<file path="config.mk">
export PLATFORM = sky130hd
export DESIGN_NAME = twse_engine
export DESIGN_NICKNAME = d
export VERILOG_FILES = /design/src/verilog/twse_pkg.sv /design/src/verilog/twse_engine.sv
export SDC_FILE = /design/constraint.sdc
export NUM_CORES = 1
export LEC_CHECK = 0
export BUFFER_PORTS_ARGS = -buffer_cell sky130_fd_sc_hd__buf_2
export CORE_MARGIN = 10
export CORE_UTILIZATION = 62
export CTS_BUF_LIST = sky130_fd_sc_hd__clkbuf_4
export DETAILED_ROUTE_END_ITERATION = 8
export PLACE_DENSITY = 0.91
export SETUP_SLACK_MARGIN = 0.4
export SLEW_MARGIN = 20
export SYNTH_ARGS = -nofsm -noshare
export SYNTH_HDL_FRONTEND = slang
export SYNTH_SLANG_ARGS = --single-unit
</file>
<file path="constraint.sdc">
create_clock -name ref_clk -period 2.9 [get_ports ref_clk]
set_clock_uncertainty 0.2 [all_clocks]
set_input_delay 0.145 -clock ref_clk [delete_from_list [all_inputs] [get_ports ref_clk]]
set_output_delay 0.145 -clock ref_clk [all_outputs]
set_load 0.02 [all_outputs]
</file>
<file path="src/verilog/twse_pkg.sv">
// constants, codes and carrier types of the two-wire slave engine
// assumes an 8-bit register port and a bus sampled by the system clock
package twse_pkg;

  // ---------------------------------------------------------------
  // register map and fields
  // ---------------------------------------------------------------
  localparam int          ADDR_W         = 3;
  localparam logic [2:0]  OFS_OWN_ADDR   = 3'h0;
  localparam logic [2:0]  OFS_CONTROL    = 3'h1;
  localparam logic [2:0]  OFS_STATE_CODE = 3'h2;
  localparam logic [2:0]  OFS_BYTE_BUF   = 3'h3;
  localparam int          CTL_FLAG       = 7;
  localparam int          CTL_ACK        = 6;
  localparam int          CTL_STA        = 5;
  localparam int          CTL_STO        = 4;
  localparam int          CTL_WCOL       = 3;
  localparam int          CTL_ENA        = 2;
  localparam int          CTL_IE         = 0;
  localparam int          OAR_GCE        = 0;
  localparam logic [7:0]  RST_BYTE       = 8'h00;
  localparam logic [6:0]  GC_ADDR        = 7'h00;
  localparam logic [3:0]  BYTE_BITS      = 4'h8;
  localparam logic [3:0]  TX_LAST_BIT    = 4'h7;

  // ---------------------------------------------------------------
  // status codes
  // ---------------------------------------------------------------
  localparam logic [7:0] SC_OWN_W   = 8'h60;
  localparam logic [7:0] SC_ARB_W   = 8'h68;
  localparam logic [7:0] SC_GC_W    = 8'h70;
  localparam logic [7:0] SC_ARB_GC  = 8'h78;
  localparam logic [7:0] SC_RX_ACK  = 8'h80;
  localparam logic [7:0] SC_RX_NACK = 8'h88;
  localparam logic [7:0] SC_GC_ACK  = 8'h90;
  localparam logic [7:0] SC_GC_NACK = 8'h98;
  localparam logic [7:0] SC_STOP    = 8'hA0;
  localparam logic [7:0] SC_OWN_R   = 8'hA8;
  localparam logic [7:0] SC_ARB_R   = 8'hB0;
  localparam logic [7:0] SC_TX_ACK  = 8'hB8;
  localparam logic [7:0] SC_TX_NACK = 8'hC0;
  localparam logic [7:0] SC_TX_LAST = 8'hC8;
  localparam logic [7:0] SC_NONE    = 8'hF8;
  localparam logic [7:0] SC_MASK    = 8'hF8;

  // ---------------------------------------------------------------
  // types
  // ---------------------------------------------------------------
  typedef enum logic [3:0] {
    ST_IDLE, ST_ADDR, ST_ADDR_ACK, ST_RX, ST_RX_ACK,
    ST_TX, ST_TX_ACK, ST_HOLD, ST_IGNORE
  } twse_state_type;

  typedef struct packed {
    logic              wr;
    logic              rd;
    logic [ADDR_W-1:0] addr;
    logic [7:0]        wdata;
  } twse_bus_type;

  typedef struct packed {
    logic scl_oe;
    logic sda_oe;
  } twse_pins_type;

  typedef struct packed {
    twse_state_type st;
    logic [1:0]     scl_s;
    logic [1:0]     sda_s;
    logic           scl_q;
    logic           sda_q;
    logic [7:0]     oar;
    logic [7:0]     buf_b;
    logic [7:0]     shf;
    logic [7:0]     code;
    logic [7:0]     rdata;
    logic [3:0]     cnt;
    logic           flag;
    logic           ack_en;
    logic           sta;
    logic           sto;
    logic           wcol;
    logic           ena;
    logic           ie;
    logic           gc;
    logic           tx;
    logic           last;
    logic           mack;
    logic           nack;
    logic           busy;
    logic           pend;
    logic           go;
    logic           wake;
    twse_pins_type  pins;
  } twse_regs_type;

endpackage : twse_pkg

</file>
<file path="src/verilog/twse_engine.sv">
// slave engine of the two-wire serial unit: address match, slave
// receive and transmit, status codes and clock stretching.
// assumes scl_in/sda_in are raw pin levels and the bus clock is far
// slower than ref_clk; the register port is on ref_clk.
//
// The placing of the registers and the plain strobed port are this design's own decisions.
`timescale 1ns/1ps
`default_nettype none

module twse_engine
  import twse_pkg::*;
(
  input  wire logic          ref_clk,
  input  wire logic          resetn,
  input  wire twse_bus_type  bus,
  output var  logic [7:0]    rd_data,
  input  wire logic          scl_in,
  input  wire logic          sda_in,
  output var  twse_pins_type pins,
  output var  logic          scl_out,
  output var  logic          sda_out,
  input  wire logic          deep_sleep,
  input  wire logic          arb_lost,
  output var  logic          wake_req,
  output var  logic          start_go
);

  // ---------------------------------------------------------------
  // helpers
  // ---------------------------------------------------------------
  // codes after which the engine leaves the bus once the flag clears
  function automatic logic is_term(input logic [7:0] c);
    return c == SC_RX_NACK || c == SC_GC_NACK || c == SC_STOP ||
           c == SC_TX_NACK || c == SC_TX_LAST;
  endfunction : is_term

  function automatic logic is_txc(input logic [7:0] c);
    return c == SC_OWN_R || c == SC_ARB_R || c == SC_TX_ACK;
  endfunction : is_txc

  twse_regs_type q_reg;
  twse_regs_type q_next;
  logic          rise;
  logic          fall;
  logic          start_c;
  logic          stop_c;
  logic          clr;
  logic          own_m;
  logic          gc_m;
  logic          addressed;
  logic [7:0]    ctl_v;

  // ---------------------------------------------------------------
  // bus events, seen only through the second synchroniser stage
  // ---------------------------------------------------------------
  always_comb begin
    rise    = q_reg.scl_s[1] & ~q_reg.scl_q;
    fall    = ~q_reg.scl_s[1] & q_reg.scl_q;
    start_c = q_reg.scl_s[1] & q_reg.scl_q & q_reg.sda_q & ~q_reg.sda_s[1];
    stop_c  = q_reg.scl_s[1] & q_reg.scl_q & ~q_reg.sda_q & q_reg.sda_s[1];
    clr     = bus.wr && bus.addr == OFS_CONTROL &&
              bus.wdata[CTL_FLAG] && q_reg.flag;
    own_m   = q_reg.shf[7:1] == q_reg.oar[7:1];
    gc_m    = q_reg.shf[7:1] == GC_ADDR && q_reg.oar[OAR_GCE] &&
              !q_reg.shf[0];
    addressed = q_reg.st == ST_RX || q_reg.st == ST_RX_ACK ||
                q_reg.st == ST_TX || q_reg.st == ST_TX_ACK;
    ctl_v   = {q_reg.flag, q_reg.ack_en, q_reg.sta, q_reg.sto,
               q_reg.wcol, q_reg.ena, 1'b0, q_reg.ie};
  end

  // ---------------------------------------------------------------
  // next state: registers, resume, bus machine
  // ---------------------------------------------------------------
  always_comb begin
    q_next       = q_reg;
    q_next.scl_s = {q_reg.scl_s[0], scl_in};
    q_next.sda_s = {q_reg.sda_s[0], sda_in};
    q_next.scl_q = q_reg.scl_s[1];
    q_next.sda_q = q_reg.sda_s[1];
    q_next.go    = 1'b0;
    q_next.rdata = RST_BYTE;
    // read port; prescaler bits always read zero
    if (bus.rd) begin
      if (bus.addr == OFS_OWN_ADDR) begin
        q_next.rdata = q_reg.oar;
      end else if (bus.addr == OFS_CONTROL) begin
        q_next.rdata = ctl_v;
      end else if (bus.addr == OFS_STATE_CODE) begin
        q_next.rdata = q_reg.flag ? (q_reg.code & SC_MASK) : SC_NONE;
      end else if (bus.addr == OFS_BYTE_BUF) begin
        q_next.rdata = q_reg.buf_b;
      end
    end
    // write port
    if (bus.wr) begin
      if (bus.addr == OFS_OWN_ADDR) begin
        q_next.oar = bus.wdata;
      end else if (bus.addr == OFS_CONTROL) begin
        q_next.ack_en = bus.wdata[CTL_ACK];   // takes effect at next address match or received data byte
        q_next.sta    = bus.wdata[CTL_STA];
        q_next.sto    = bus.wdata[CTL_STO];
        q_next.ena    = bus.wdata[CTL_ENA];
        q_next.ie     = bus.wdata[CTL_IE];
      end else if (bus.addr == OFS_BYTE_BUF) begin
        // loading while the engine owns the byte is a collision
        if (q_reg.flag) begin
          q_next.buf_b = bus.wdata;
          q_next.wcol  = 1'b0;
        end else begin
          q_next.wcol = 1'b1;
        end
      end
    end
    // resume once software writes one to the flag
    if (clr) begin
      q_next.flag        = 1'b0;
      q_next.pins.scl_oe = 1'b0;
      q_next.cnt         = 4'h0;
      if (bus.wdata[CTL_STO]) begin
        q_next.st  = ST_IDLE;
        q_next.sto = 1'b0;
      end else if (is_term(q_reg.code)) begin
        q_next.st   = ST_IDLE;
        q_next.pend = bus.wdata[CTL_STA];
      end else if (is_txc(q_reg.code)) begin
        q_next.st          = ST_TX;
        q_next.shf         = q_reg.buf_b;
        q_next.last        = !bus.wdata[CTL_ACK];
        q_next.pins.sda_oe = !q_reg.buf_b[7];
      end else begin
        q_next.st = ST_RX;
      end
    end
    // start request waits for a free bus
    if (q_reg.pend && !q_reg.busy && !start_c) begin
      q_next.go   = 1'b1;
      q_next.pend = 1'b0;
    end
    if (start_c) begin
      q_next.busy = 1'b1;
    end else if (stop_c) begin
      q_next.busy = 1'b0;
    end
    if (!deep_sleep) begin
      q_next.wake = 1'b0;
    end
    // bus machine; a set of the flag here wins over a clear above
    if (!q_reg.ena) begin
      q_next.st   = ST_IDLE;
      q_next.pins = '0;
    end else if ((start_c || stop_c) && q_reg.st != ST_HOLD) begin
      q_next.pins.sda_oe = 1'b0;
      q_next.cnt         = 4'h0;
      if (addressed) begin
        q_next.st   = ST_HOLD;
        q_next.flag = 1'b1;
        q_next.code = SC_STOP;
      end else begin
        q_next.st = start_c ? ST_ADDR : ST_IDLE;
      end
    end else begin
      case (q_reg.st)
        ST_ADDR: begin
          if (rise) begin
            q_next.shf = {q_reg.shf[6:0], q_reg.sda_s[1]};
            q_next.cnt = q_reg.cnt + 4'h1;
          end else if (fall && q_reg.cnt == BYTE_BITS) begin
            // no ack_enable, no answer; the bus is still watched
            if (q_reg.ack_en && (own_m || gc_m)) begin
              q_next.st          = ST_ADDR_ACK;
              q_next.pins.sda_oe = 1'b1;
              q_next.gc          = gc_m && !own_m;
              q_next.tx          = q_reg.shf[0];
              q_next.wake        = deep_sleep;
            end else begin
              q_next.st = ST_IGNORE;
            end
          end
        end
        ST_ADDR_ACK: begin
          if (fall) begin
            q_next.pins.sda_oe = 1'b0;
            q_next.pins.scl_oe = 1'b1;
            q_next.flag        = 1'b1;
            q_next.st          = ST_HOLD;
            if (q_reg.tx) begin
              q_next.code = arb_lost ? SC_ARB_R : SC_OWN_R;
            end else if (q_reg.gc) begin
              q_next.code = arb_lost ? SC_ARB_GC : SC_GC_W;
            end else begin
              q_next.code = arb_lost ? SC_ARB_W : SC_OWN_W;
            end
          end
        end
        ST_RX: begin
          if (rise) begin
            q_next.shf = {q_reg.shf[6:0], q_reg.sda_s[1]};
            q_next.cnt = q_reg.cnt + 4'h1;
          end else if (fall && q_reg.cnt == BYTE_BITS) begin
            q_next.pins.sda_oe = q_reg.ack_en;
            q_next.nack        = !q_reg.ack_en;
            q_next.st          = ST_RX_ACK;
          end
        end
        ST_RX_ACK: begin
          if (fall) begin
            // sleeping keeps the buffer untouched; its content is stale
            if (!deep_sleep) begin
              q_next.buf_b = q_reg.shf;
            end
            q_next.pins.sda_oe = 1'b0;
            q_next.pins.scl_oe = 1'b1;
            q_next.flag        = 1'b1;
            q_next.st          = ST_HOLD;
            if (q_reg.gc) begin
              q_next.code = q_reg.nack ? SC_GC_NACK : SC_GC_ACK;
            end else begin
              q_next.code = q_reg.nack ? SC_RX_NACK : SC_RX_ACK;
            end
          end
        end
        ST_TX: begin
          if (fall) begin
            q_next.cnt = q_reg.cnt + 4'h1;
            if (q_reg.cnt == TX_LAST_BIT) begin
              q_next.pins.sda_oe = 1'b0;
              q_next.st          = ST_TX_ACK;
            end else begin
              q_next.shf         = {q_reg.shf[6:0], 1'b0};
              q_next.pins.sda_oe = !q_reg.shf[6];
            end
          end
        end
        ST_TX_ACK: begin
          if (rise) begin
            q_next.mack = !q_reg.sda_s[1];
          end else if (fall) begin
            q_next.pins.scl_oe = 1'b1;
            q_next.flag        = 1'b1;
            q_next.st          = ST_HOLD;
            if (!q_reg.mack) begin
              q_next.code = SC_TX_NACK;
            end else begin
              q_next.code = q_reg.last ? SC_TX_LAST : SC_TX_ACK;
            end
          end
        end
        default: begin
        end
      endcase
    end
    // a stop leaves the bus free, so nothing is stretched for it
    if (q_next.code == SC_STOP) begin
      q_next.pins.scl_oe = 1'b0;
    end
  end

  // ---------------------------------------------------------------
  // state register, synchronous reset
  // ---------------------------------------------------------------
  always_ff @(posedge ref_clk) begin
    if (!resetn) begin
      q_reg       <= '0;
      q_reg.st    <= ST_IDLE;
      q_reg.scl_s <= 2'b11;
      q_reg.sda_s <= 2'b11;
      q_reg.scl_q <= 1'b1;
      q_reg.sda_q <= 1'b1;
      q_reg.code  <= SC_NONE;
    end else begin
      q_reg <= q_next;
    end
  end

  // outputs straight from flops; open-drain lines only pull low
  always_comb begin
    rd_data  = q_reg.rdata;
    pins     = q_reg.pins;
    scl_out  = 1'b0;
    sda_out  = 1'b0;
    wake_req = q_reg.wake;
    start_go = q_reg.go;
  end

  initial begin
    if ($bits(twse_regs_type) < 1 || ADDR_W < 2) begin
      $error("twse_engine: register port too narrow");
    end
  end
endmodule : twse_engine

`default_nettype wire

</file>
==> flow_metrics.py <==
metrics = {
    "run_status": {
        "status": "completed",
    },
    "floorplanning": {
        "die_h_um": 98.91,
        "core.rowCount": 28,
        "initial_core_util": 0.6443,
        "fp.dieW_um": 98.91,
        "io_pins": 33,
        "core_mm2": 0.005991,
        "die_area_mm2": 0.009782,
    },
    "routing": {
        "firstDrtPassIters": 6,
        "vias": 3769,
        "avgRoutedWirePerCell_um": 20.25,
        "drt_first_iter_violations": 563,
        "postRouteAntennaNets": 0,
        "vias_per_cell": 6.578,
        "wirelength_um": 11610,
        "drc_errors": 0,
    },
    "setup_path": {
        "cp-startpoint": "q_reg[70]",
        "start_kind": "flip-flop",
        "regToRegStartpoint": "q_reg[70]",
        "crit_end": "q_reg[41]",
        "slowest_delay_ns": 0.51,
        "worst_setup_path_end_kind": "flip-flop",
        "cp_slowest_cell": "dfxtp_1",
        "r2r-end": "q_reg[41]",
        "cp.required_ns": 3.04,
        "path_max_fanout": 8,
        "path_cells": "and4b_1 -> or3_1 -> nand3_1 -> a21oi_1 -> a22oi_2 -> buf_4 -> o21ai_0",
        "reg2reg_depth": 7,
        "criticalPathCategory": "reg2reg",
        "r2r_setup_slack_ns": 0.44,
        "crit_arrival_ns": 2.60,
    },
    "synth": {
        "ys_warn_count": 0,
        "syn-instance-count": 454,
        "synth_seq_area_share": 0.3734,
        "synthDistinctLibCells": 65,
        "synth-edff-count": 0,
        "syn_area_mm2": 0.003860,
        "ys_ff_latch": 72,
        "synth_ff_type": "dfxtp_1",
        "ys_async_sr_fraction": 0,
        "avgSynthCellArea_um2": 8.502,
    },
    "sta": {
        "fin_crit_sh": 0.8471,
        "worst_slack_ns": 0.4435,
        "setup_viol": 0,
        "worst_pin_slew_ns": 0.7116,
        "clock.fmax_ghz": 0.4071,
        "post-route-min-period_ns": 2.457,
        "max_slew_margin": 0.5243,
        "hold_viol_final": 0,
        "finalSetupTns_ns": 0,
        "hold_ws_ns": 0.05854,
        "rsz0062_at_grt": "no",
        "slew_viol_final": 0,
    },
    "min_path": {
        "hold_class": "in2reg",
    },
    "clock_tree": {
        "clock_latency_ns": 0.43,
        "cts-htree-levels": 3,
        "cts_tree": "built",
        "numCtsBuffers": 9,
        "clock-sinks": 72,
        "clk_pin_slew_ns": 0.12,
        "cts_root_buf": "clkbuf_4",
        "cts.path.max_buffers": 2,
    },
    "global_routing": {
        "antenna_found_initial": 0,
        "grt_max_degree": 35,
        "first_global_vias": 3585,
        "overflow": 0,
        "grt_pass1_wl_um": 18090,
        "grt_usage": 0.2226,
    },
    "layout": {
        "seqCellArea_mm2": 0.001444,
        "design_area_mm2": 0.004392,
        "multiInputGateArea_mm2": 0.002221,
        "fin_nets": 513,
        "fill_cells": 434,
        "syn_to_final_growth_pct": 13.78,
        "drive_above_1_share": 0.1549,
        "largest_register_ff_count": 49,
    },
    "power": {
        "vdd_ir_drop_max_uv": 392.9,
        "p_per_area_mw_per_mm2": 432.3,
        "leakagePower_uw": 0.001899,
    },
    "placed_design": {
        "dp.final_hpwl_um": 7484,
        "place_area_mm2": 0.003951,
        "port_buffers": 30,
        "gp_congestion": 0.9754,
        "pre_cts_ws_ns": 0.3191,
    },
    "flow_run": {
        "drv_cap": 0,
    },
}
layout make-up:
type                    count  share of cell area
multi-input cells         339              0.5057
flip-flops and latches     72              0.3288
repair buffers             60             0.09744
well taps                  75             0.02137
clock inverters             6             0.02051
clock buffers              10             0.01709
inverters                  10            0.008547
diodes                      1           0.0005698
metal layers:
layer | vias up | global-route usage | part of all wire
met4 | 0 | 0.1103 | 0.052
met1 | 1741 | 0.2728 | 0.39
met2 | 267 | 0.3517 | 0.46
li1 | 1689 | - | -
met3 | 72 | 0.05866 | 0.097
met5 | - | 0 | 0
worst min-delay path by stage:
stage,startpoint,to,slack (ns),cells past startpoint
floorplan,bus[10],rd_data[0],0.02,1
global placement,scl_in,q_next[67],0.13,2
detailed placement,scl_in,q_next[67],0.13,2
CTS,arb_lost,q_reg[34],0.04,5
global route,arb_lost,q_reg[34],0.1,5
finish,arb_lost,q_reg[34],0.06,5
power breakdown:
group	leakage (uW)	total, uW	switching [uW]	internal, uW
logic	0.00123	139	77.2	61.7
registers	0.000583	1010	11.9	999
clock network	0.0000874	749	385	364
total	0.00190	1900	474	1420
synthesized netlist by cell type (all sizes together), types with 2 or more instances:
library cell  instances  share of area
nand3b                5         0.0097
o2111ai               2         0.0045
inv                  10         0.0097
nor4bb                2         0.0052
mux2i                30          0.078
xnor2                 6          0.014
xor2                  4         0.0091
buf                  21          0.043
a31o                  2         0.0045
a41oi                 2         0.0045
a22oi                 4         0.0078
a21boi               11          0.021
nand3                12          0.019
and3                  6         0.0097
nor3b                 8          0.017
and2                  9          0.015
o22a                  5          0.011
or3                   4         0.0065
a21o                  2         0.0039
o211ai                4         0.0078
or2                   5         0.0081
a21oi                14          0.018
nor2b                15          0.024
nor4                  4         0.0081
nand2                64          0.062
dfxtp                72           0.37
o21ai                29          0.039
nor2                 27          0.030
nor3                  6         0.0078
o31ai                 2         0.0039
nor4b                 2         0.0045
nand2b               10          0.016
clkbuf               13          0.013
o22ai                 7          0.011
o211a                 9          0.023
nand4                 4         0.0065
ha                    2         0.0065
a31oi                 6          0.011
stage by stage:
| stage | power [uW] | util | cells |
|---|---|---|---|
| 3_3_place_gp | 1138 | 0.6596 | 534 |
| 6_report | 1899 | 0.7331 | 573 |
| 3_5_place_dp | 1141 | 0.6596 | 534 |
| 2_1_floorplan | 1106 | - | 455 |
| 4_1_cts | 1891 | 0.7216 | 570 |
| 5_1_grt | 1945 | 0.7327 | 572 |
cell families (layout without fill, tap and decap cells):
kind of cell / after synthesis / count (layout) / synth area share
AOI/OAI and AO/OA: 107 / 107 / 0.1913
xor gates and xnor gates: 10 / 10 / 0.02269
adders and majority gates: 2 / 2 / 0.006482
buffers and inverters: 44 / 86 / 0.06580
DFF: 72 / 72 / 0.3734
muxes: 30 / 30 / 0.07780
other: 1 / 3 / 0.0009715
and+or+nand+nor: 188 / 188 / 0.2616
worst max-delay path, delay by kind of cell (launching register included):
family	cells	cell delay (ns)
simple gates	3	0.88
buf+inv	1	0.18
flops	1	0.51
compound gates	3	0.60
what timing repair did:
action,in CTS,in global routing
resized for setup,2,11
setup endpoints to repair,8,18
hold buffers,20,0
endpoints found under the hold margin,42,0
pin swaps,0,2
setup buffers,0,2
cell usage in the layout, fill, tap and decap left out, drive strengths merged, types with 4 or more instances in the layout:
master	synthesis	layout
dfxtp	72	72
o211a	9	9
and2	9	9
nand3b	5	5
a21oi	14	14
buf	21	39
o211ai	4	4
or3	4	4
nand2	64	64
xor2	4	4
nand4	4	4
nand2b	10	10
o21ai	29	29
a21boi	11	11
inv	10	12
nor4	4	4
a22oi	4	4
o22a	5	5
nor3b	8	8
dlygate4sd3	0	20
mux2i	30	30
o22ai	7	7
nor3	6	6
clkbuf	13	11
or2	5	5
nand3	12	12
a31oi	6	6
and3	6	6
nor2b	15	15
xnor2	6	6
nor2	27	27
Power figures use the tool's default switching activity.
